==> src/rsl_pkg.sv <==
/*
 * Constants and carriers for the reset strap loader.
 * Assumes a 28-bit external address bus and a 100 MHz system clock.
 */
package rsl_pkg;

    // Strap positions on the external address bus
    localparam int ADDR_W = 28;
    localparam int ENDIAN_BIT = 27;
    localparam int CPU_BIT = 26;
    localparam int CS0_HI = 24;
    localparam int CS0_LO = 23;
    localparam int IDENT_HI = 19;
    localparam int IDENT_LO = 9;
    localparam int PRESCALE_HI = 8;
    localparam int PRESCALE_LO = 7;
    localparam int OUTSEL_HI = 6;
    localparam int OUTSEL_LO = 5;
    localparam int FBDIV_HI = 4;
    localparam int FBDIV_LO = 0;

    // Reset path depth; the pin synchronisers are a fixed two stages
    localparam int RESET_STAGES = 3;

    // Values loaded before the first sample
    localparam logic ENDIAN_DEFAULT = 1'h0;
    localparam logic CPU_DEFAULT = 1'h1;
    localparam logic [1:0] CS0_DEFAULT = 2'h2;
    localparam logic [10:0] IDENT_DEFAULT = 11'h3FF;
    localparam logic [1:0] PRESCALE_DEFAULT = 2'h2;
    localparam logic [1:0] OUTSEL_DEFAULT = 2'h0;
    localparam logic [4:0] FBDIV_DEFAULT = 5'h0B;

    // Chip-select-0 port codes and wait states
    localparam logic [1:0] CS0_8BIT_SLOW = 2'h0;
    localparam logic [1:0] CS0_32BIT_SLOW = 2'h1;
    localparam logic [1:0] CS0_32BIT = 2'h2;
    localparam logic [1:0] CS0_16BIT_SLOW = 2'h3;
    localparam logic [5:0] CS0_WAIT_MAX = 6'h3F;
    localparam logic [5:0] CS0_WAIT_NONE = 6'h00;

    // Mode pin code that hands the test pins to the debug port
    localparam logic [2:0] DEBUG_MODE_CODE = 3'h3;

    // Register offsets
    localparam logic [3:0] REG_BOOT = 4'h0;
    localparam logic [3:0] REG_PLL = 4'h4;
    localparam logic [3:0] REG_IDENT = 4'h8;
    localparam logic [3:0] REG_MODE = 4'hC;

    typedef enum logic [1:0] {RSL_W8, RSL_W16, RSL_W32} rsl_width_t;

    typedef struct packed {
        logic big_endian;
        logic cpu_enable;
        logic [1:0] chip_select_zero_cfg;
        logic [10:0] system_identity_field;
        logic [1:0] pll_prescale_select;
        logic [1:0] pll_output_select;
        logic [4:0] pll_feedback_divider;
    } rsl_strap_t;

    typedef struct packed {
        rsl_width_t width;
        logic [5:0] wait_states;
    } rsl_cs0_t;

    localparam rsl_strap_t STRAP_DEFAULT = '{ENDIAN_DEFAULT, CPU_DEFAULT,
        CS0_DEFAULT, IDENT_DEFAULT, PRESCALE_DEFAULT, OUTSEL_DEFAULT, FBDIV_DEFAULT};

endpackage : rsl_pkg

==> src/rsl_top.sv <==
/*
 * Reset strap loader: synchronises the chip reset, samples the address
 * straps while reset is held, holds them afterwards, decodes the
 * chip-select-0 port setup and routes the shared test port.
 * Assumes board straps on the address pins and reset held three clocks.
 */
`timescale 1ns/100ps

module rsl_top
    import rsl_pkg::*;
(
    input wire logic clk_sys, // System clock, 100 MHz
    input wire logic resetn, // Chip reset pin, active low
    input wire logic [rsl_pkg::ADDR_W-1:0] addr_pin, // Address bus pins
    input wire logic chip_mode_pin_a_n, // Chip mode pin a
    input wire logic self_test_pin_n, // Chip mode pin b
    input wire logic scan_mode_pin_n, // Chip mode pin c
    input wire logic dbg_tdo, // Debug port data out
    input wire logic dbg_tdo_en, // Debug port drive enable
    input wire logic bscan_tdo, // Boundary scan data out
    input wire logic bscan_tdo_en, // Boundary scan drive enable
    input wire logic [3:0] reg_addr, // Register offset
    input wire logic [31:0] reg_wdata, // Write data, ignored
    input wire logic reg_wr, // Write strobe, ignored
    input wire logic reg_rd, // Read strobe
    output logic [31:0] reg_rdata, // Read data, cycle after strobe
    output rsl_pkg::rsl_strap_t strap_cfg, // Captured straps
    output logic bus_error_flag, // Set while core held off
    output rsl_pkg::rsl_cs0_t cs0_port, // Decoded port setup
    output logic chip_reset_active, // Internal reset level
    output logic debug_tap_sel, // Test pins go to debug port
    output logic tdo_out, // Test data out pin value
    output logic tdo_oe // Test data out drive enable
);
    import rsl_pkg::*;

    typedef enum logic [1:0] {RSL_HOLD, RSL_PRIME, RSL_SAMPLE} rsl_state_t;

    logic [RESET_STAGES-1:0] rst_sync_ff;
    logic [RESET_STAGES-1:0] nxt_rst_sync;
    logic [ADDR_W-1:0] addr_s1_ff;
    logic [ADDR_W-1:0] addr_s2_ff;
    logic [2:0] mode_s1_ff;
    logic [2:0] mode_s2_ff;
    logic dbg_sel_ff;
    logic nxt_dbg_sel;
    rsl_state_t state_ff;
    rsl_state_t nxt_state;
    rsl_strap_t strap_ff;
    rsl_strap_t nxt_strap;
    rsl_strap_t sampled;
    logic [31:0] rdata_ff;
    logic [31:0] nxt_rdata;
    logic in_reset;

    // Chip-select-0 code to port width and wait states
    function automatic rsl_cs0_t cs0_decode(input logic [1:0] code);
        rsl_cs0_t d;
        d.width = RSL_W32;
        d.wait_states = CS0_WAIT_NONE;
        case (code)
            CS0_8BIT_SLOW: begin
                d.width = RSL_W8;
                d.wait_states = CS0_WAIT_MAX;
            end
            CS0_32BIT_SLOW: begin
                d.wait_states = CS0_WAIT_MAX;
            end
            CS0_16BIT_SLOW: begin
                d.width = RSL_W16;
                d.wait_states = CS0_WAIT_MAX;
            end
            default: begin
                d.width = RSL_W32;
            end
        endcase
        return d;
    endfunction : cs0_decode

    // Reset shift chain; it carries the reset itself, so it has none
    always_comb begin
        nxt_rst_sync = {rst_sync_ff[RESET_STAGES-2:0], resetn};
    end

    always_ff @(posedge clk_sys) begin
        rst_sync_ff <= nxt_rst_sync;
    end

    // Reset counts only after the third stage; short pulses may be missed
    assign in_reset = ~rst_sync_ff[RESET_STAGES-1];
    assign chip_reset_active = in_reset;

    // Pin synchronisers, free running so they are primed during reset
    always_ff @(posedge clk_sys) begin
        addr_s1_ff <= addr_pin;
        addr_s2_ff <= addr_s1_ff;
        mode_s1_ff <= {chip_mode_pin_a_n, self_test_pin_n, scan_mode_pin_n};
        mode_s2_ff <= mode_s1_ff;
    end

    // Strap fields cut out of the synchronised address
    always_comb begin
        sampled.big_endian = addr_s2_ff[ENDIAN_BIT];
        sampled.cpu_enable = addr_s2_ff[CPU_BIT];
        sampled.chip_select_zero_cfg = addr_s2_ff[CS0_HI:CS0_LO];
        sampled.system_identity_field = addr_s2_ff[IDENT_HI:IDENT_LO];
        sampled.pll_prescale_select = addr_s2_ff[PRESCALE_HI:PRESCALE_LO];
        sampled.pll_output_select = addr_s2_ff[OUTSEL_HI:OUTSEL_LO];
        sampled.pll_feedback_divider = addr_s2_ff[FBDIV_HI:FBDIV_LO];
    end

    // Loader: defaults on reset entry, then sample until release, then hold
    // Pins lag two clocks, so the last sample lands one clock after release
    always_comb begin
        nxt_state = state_ff;
        nxt_strap = strap_ff;
        case (state_ff)
            RSL_HOLD: begin
                if (in_reset) begin
                    nxt_state = RSL_PRIME;
                end
            end
            RSL_PRIME: begin
                nxt_strap = STRAP_DEFAULT;
                nxt_state = in_reset ? RSL_SAMPLE : RSL_HOLD;
            end
            RSL_SAMPLE: begin
                nxt_strap = sampled;
                nxt_state = in_reset ? RSL_SAMPLE : RSL_HOLD;
            end
            default: begin
                nxt_strap = STRAP_DEFAULT;
                nxt_state = RSL_PRIME;
            end
        endcase
    end

    // State comes from the reset chain itself, not from a reset branch
    always_ff @(posedge clk_sys) begin
        state_ff <= nxt_state;
        strap_ff <= nxt_strap;
    end

    assign strap_cfg = strap_ff;
    assign bus_error_flag = ~strap_ff.cpu_enable;
    assign cs0_port = cs0_decode(strap_ff.chip_select_zero_cfg);

    // Test port ownership follows the synchronised mode pins; forced off in reset
    always_comb begin
        nxt_dbg_sel = ~in_reset && (mode_s2_ff == DEBUG_MODE_CODE);
    end

    always_ff @(posedge clk_sys) begin
        dbg_sel_ff <= nxt_dbg_sel;
    end

    // Shared data-out pin; only one port ever reaches it
    assign debug_tap_sel = dbg_sel_ff;
    assign tdo_out = dbg_sel_ff ? dbg_tdo : bscan_tdo;
    assign tdo_oe = dbg_sel_ff ? dbg_tdo_en : bscan_tdo_en;

    // Read port; straps are read-only so writes are dropped
    // Reads during internal reset answer zero, like unmapped offsets
    always_comb begin
        nxt_rdata = 32'h0000_0000;
        if (reg_rd && !in_reset) begin
            case (reg_addr)
                REG_BOOT: nxt_rdata = 32'({strap_ff.big_endian, strap_ff.cpu_enable,
                    bus_error_flag, strap_ff.chip_select_zero_cfg,
                    cs0_decode(strap_ff.chip_select_zero_cfg)});
                REG_PLL: nxt_rdata = 32'({strap_ff.pll_prescale_select,
                    strap_ff.pll_output_select, strap_ff.pll_feedback_divider});
                REG_IDENT: nxt_rdata = 32'(strap_ff.system_identity_field);
                REG_MODE: nxt_rdata = 32'({dbg_sel_ff, mode_s2_ff});
                default: nxt_rdata = 32'h0000_0000;
            endcase
        end
    end

    always_ff @(posedge clk_sys) begin
        rdata_ff <= nxt_rdata;
    end

    assign reg_rdata = rdata_ff;
endmodule : rsl_top

==> config.mk <==
export PLATFORM = sky130hd
export DESIGN_NAME = rsl_top
export DESIGN_NICKNAME = d
export VERILOG_FILES = /design/src/rsl_pkg.sv /design/src/rsl_top.sv
export SDC_FILE = /design/constraint.sdc
export NUM_CORES = 1
export LEC_CHECK = 0
export BUFFER_PORTS_ARGS = -buffer_cell sky130_fd_sc_hd__buf_2
export CAP_MARGIN = 20
export CORE_UTILIZATION = 30
export CTS_CLUSTER_SIZE = 8
export DETAILED_ROUTE_END_ITERATION = 7
export GPL_ROUTABILITY_DRIVEN = 1
export HOLD_SLACK_MARGIN = 0.1
export PLACE_DENSITY = 0.58
export SLEW_MARGIN = 20
export SYNTH_ARGS = -nofsm -noshare
export SYNTH_HDL_FRONTEND = slang
export SYNTH_SLANG_ARGS = --single-unit
==> constraint.sdc <==
create_clock -name clk_sys -period 2.6 [get_ports clk_sys]
set_input_delay 0.26 -clock clk_sys [delete_from_list [all_inputs] [get_ports clk_sys]]
set_output_delay 0.26 -clock clk_sys [all_outputs]
set_load 0.1 [all_outputs]
== Word-level counts from Yosys, hierarchy flattened ==
Index checks and enable logic that the tools add are counted.
Operators by class
  equal/unequal tests: 9
  reductions and logical operators: 7
  multiplexer cells: 9
  bitwise logic cells: 2
Operator list (count)
  13-bit case mux with 4 select lines: 1
  24-bit case mux with 2 select lines: 1
  4-bit equality test, second input constant: 2
  2-bit case mux with 2 select lines: 2
  6-bit two-way mux: 1
  2-bit by 1-bit equality test with 1-bit output, second input constant: 2
  2-bit equality test, second input constant: 2
  4-bit by 3-bit equality test with 1-bit output, second input constant: 1
  2-bit logical NOT: 2
  4-bit logical NOT: 1
  2-bit two-way mux: 2
  3-bit by 2-bit equality test with 1-bit output, second input constant: 1
  3-bit OR reduction: 1
  1-bit logical AND: 2
  1-bit two-way mux: 2
  2-bit inequality test, second input constant: 1
  1-bit NOT: 2
  2-bit OR reduction: 1
Word-level totals
  output and inout bits: 69
  input bits: 75
  bits in registers: 124

== Logic depth before layout (Yosys ltp) ==
  depth in word-level cells: 4
  mapped depth: 5
  depth with buffers taken out: 5

== Least setup slack after synthesis ==
Ideal clock, no wire load.
  path type: reg-to-output
  from: register strap_ff (netlist bit strap_cfg[20])
  to: output cs0_port[1] (netlist name)
  required time: 2.340 ns
  arrival: 2.405 ns
  path slack: -0.065 ns
  stages on the path, launching flop included: 5
  cell sequence: edfxtp_1 > inv_1 > ha_1 > inv_1 > buf_4
RTL lines
  start, declared: RTL line rsl_top.sv:49  | rsl_strap_t strap_ff;
  start signal, assigned: RTL line rsl_top.sv:141  | strap_ff <= nxt_strap;
  end, declared: RTL line rsl_top.sv:29  | output rsl_pkg::rsl_cs0_t cs0_port,

==> reports/qor.txt <==
sequential cell area fraction in the yosys report = 72.5%
GRT overflow = 0
register area = 0.00220 sq mm
clk slew on worst S/H paths = 0.09 ns
GRT Max-Usage Layer = met2
vias post-DR = 1782
clock sinks = 97
GR Util met3 = 2.51%
n_diodes = 0
r2r startpoint = rst_sync_ff[2]
DP Area = 0.00351 sq mm
die span in y = 103 um
Multi-input gate area = 659 sq um
achievable clock frequency = 0.518 GHz
count of cell types in the netlist = 30
Synth top area share = 46.8%
post-route cell area = 0.00396 sq mm
Tot Pwr = 0.00476 W
TritonCTS clock tree = built
unrepaired setup endpoints after global routing = no
Syn Area/Cell = 13.7 sq um
initial core utilization = 31.1%
first-pass GRT wire length = 8160 um
CP required = 2.34 ns
clk_lat worst skew = 0.35 ns
reg-to-reg slack, setup = 1.04 ns
number of enable flip-flop cells after synthesis = 26
Fillers = 948
Synth Instances = 222
Cells on Worst Hold Path = 2
Post-synth top cells = dfxtp_1 (71), edfxtp_1 (26), buf_4 (25)
Yosys top cell by area = dfxtp_1
maximum vdd ir drop = 582 uV
DR pass1 iterations = 5
CTS buffer count = 9
top_reg_cell synth = dfxtp_1
initial antenna violation count = 0
H-tree depth = 3
fin nets = 416
largest net degree at the start of global routing = 25
Reg2Reg Depth = 2
routability congestion estimate = 0.674
crit path kind = reg -> out
final setup fails = 0
I/O Buffers = 87
R2R Path End = reg_rdata[12]
pwr/cell area = 1200 mW/mm^2
Area Growth Syn to Fin = 30.2%
startpoint class of the critical path = flip-flop
Setup crit end kind = primary output
status = finished, final reports clean
final hold vios = 0
IO Count = 144
worst-path maximum fanout = 6
DRT iter0 DRCs = 66
worst slew margin relative to its limit = 48.8%
HPWL after detailed placement = 3870 um
fin. max-slew vios = 0
postcts setup bufs = 0
max-cap violations = 0
CP cell instances = ha_1 > clkinvlp_4 > buf_2
Critical-path top delay cell = edfxtp_1
# rows = 36
top-count cell post-synth = dfxtp_1
Worst-Margin Slew = 0.767 ns
final worst path period share = 74.2%
die width = 103 um
Hold Path Sink = reg_rdata[11]
Yosys Warn Count = 0
die area = 0.0105 sq mm
vias in the first global route = 1654
CORE AREA = 0.00977 sq mm
register bit total from synthesis = 97
WL final = 5320 um
layout cell share with drive strength beyond 1 = 31.6%
worst min-delay path class = in -> reg
GRT Util Overall = 10.6%
Crit path largest cell delay = 0.48 ns
final critical-path required period = 1.93 ns
synth top area cells = dfxtp_1 (47%), edfxtp_1 (26%), buf_4 (6.2%)
leak pwr = 1.67 nW
Final ANT Viol Nets = 0
clk buf depth = 2
mean number of vias per cell = 3.75
root buffer cell = clkbuf_8
Synth async-reset ratio = 0%
DRC viols = 0
TNS Setup = 0 ns
synthesized area = 0.00304 sq mm
GR Util met2 = 16.3%
wire per inst = 11.2 um
WP data arrival = 1.67 ns
GR Layer Usage met1 = 13.3%
skew final = 0.00687 ns
hold path startpoint = reg_addr[2]
-- what timing repair did --
item / CTS / global route
hold buffers: 28 / 0
endpoints found under the hold margin: 28 / 0
resized for setup: 0 / 0
-- power by group --
| part | leakage, nW | total [W] | switching [W] | internal [W] |
|---|---|---|---|---|
| clock | 0.0788 | 0.000844 | 0.000499 | 0.000345 |
| sequential | 0.827 | 0.00189 | 0.0000881 | 0.00180 |
| combinational | 0.762 | 0.00202 | 0.00174 | 0.000280 |
-- sequential cells by signal, summed over array words and instances (netlist names) --
register / cells
addr_s1_ff: 24
addr_s2_ff: 24
strap_cfg: 24
reg_rdata: 13
mode_s1_ff: 3
mode_s2_ff: 3
rst_sync_ff: 3
state_ff: 2
debug_tap_sel: 1
-- worst max-delay path by stage --
stage,slack (ns),cells past startpoint,from,endpoint
finish,0.67,3,strap_cfg[21],cs0_port[5]
global route,0.56,4,strap_cfg[20],cs0_port[3]
CTS,0.62,3,strap_cfg[21],cs0_port[3]
detailed placement,1.02,3,strap_cfg[21],cs0_port[3]
global placement,1.02,3,strap_cfg[21],cs0_port[0]
floorplan,0.11,3,strap_cfg[21],cs0_port[1]
-- layer usage --
metal | share of wire (%) | vias to the layer above
met3 | 4.8 | 11
met4 | 2.8 | 0
met1 | 46 | 786
li1 | - | 917
met5 | 0 | -
met2 | 46 | 68
-- stage by stage --
| stage | worst slack, ns | cells | hold WS (ns) | util [%] |
|---|---|---|---|---|
| floorplan | 0.107 | 240 | 0.288 | - |
| global placement | 1.02 | 431 | 0.312 | 35.9 |
| detailed placement | 1.02 | 431 | 0.312 | 35.9 |
| CTS | 0.621 | 475 | 0.240 | 40.5 |
| global route | 0.558 | 475 | 0.273 | 40.5 |
| finish | 0.670 | 475 | 0.262 | 40.5 |
-- final cells by class --
class | count | area share, %
Tap cell | 133 | 4.21
Timing Repair Buffer | 116 | 18.3
Clock inverter | 7 | 1.11
Clock buffer | 9 | 3.13
Inverter | 9 | 0.949
Sequential cell | 97 | 55.7
Multi-Input combinational cell | 104 | 16.7
-- cells by family (layout without fill, tap and decap cells) --
logic type                 Yosys count  in the layout  share of synthesized area (%)
AOI/OAI and AO/OA                   13             13                           2.72
adders and majority gates            4              4                           1.65
buffers and inverters               39            141                           8.03
DFF                                 97             97                           72.5
muxes                                9              9                           3.21
other                                1             19                          0.123
and+or+nand+nor                     59             59                           11.8
-- layout by cell type, fill, tap and decap left out, types with 5 or more instances in the layout --
cell type / netlist / final
nand2_1: 5 / 5
nand2b_1: 22 / 22
dfxtp_1: 71 / 71
conb_1: 1 / 19
a21oi_1: 6 / 6
clkbuf_8: 0 / 9
inv_1: 9 / 8
buf_2: 3 / 87
and2_1: 10 / 10
nor2_1: 9 / 9
edfxtp_1: 26 / 26
dlygate4sd3_1: 0 / 28
-- worst max-delay path, delay by kind of cell, from the launching register on --
family,cells,cell delay [ns]
fa+ha+maj,1,0.30
buf+inv,2,0.54
flops,1,0.48
Note: power is estimated with default switching activity, not from simulation.
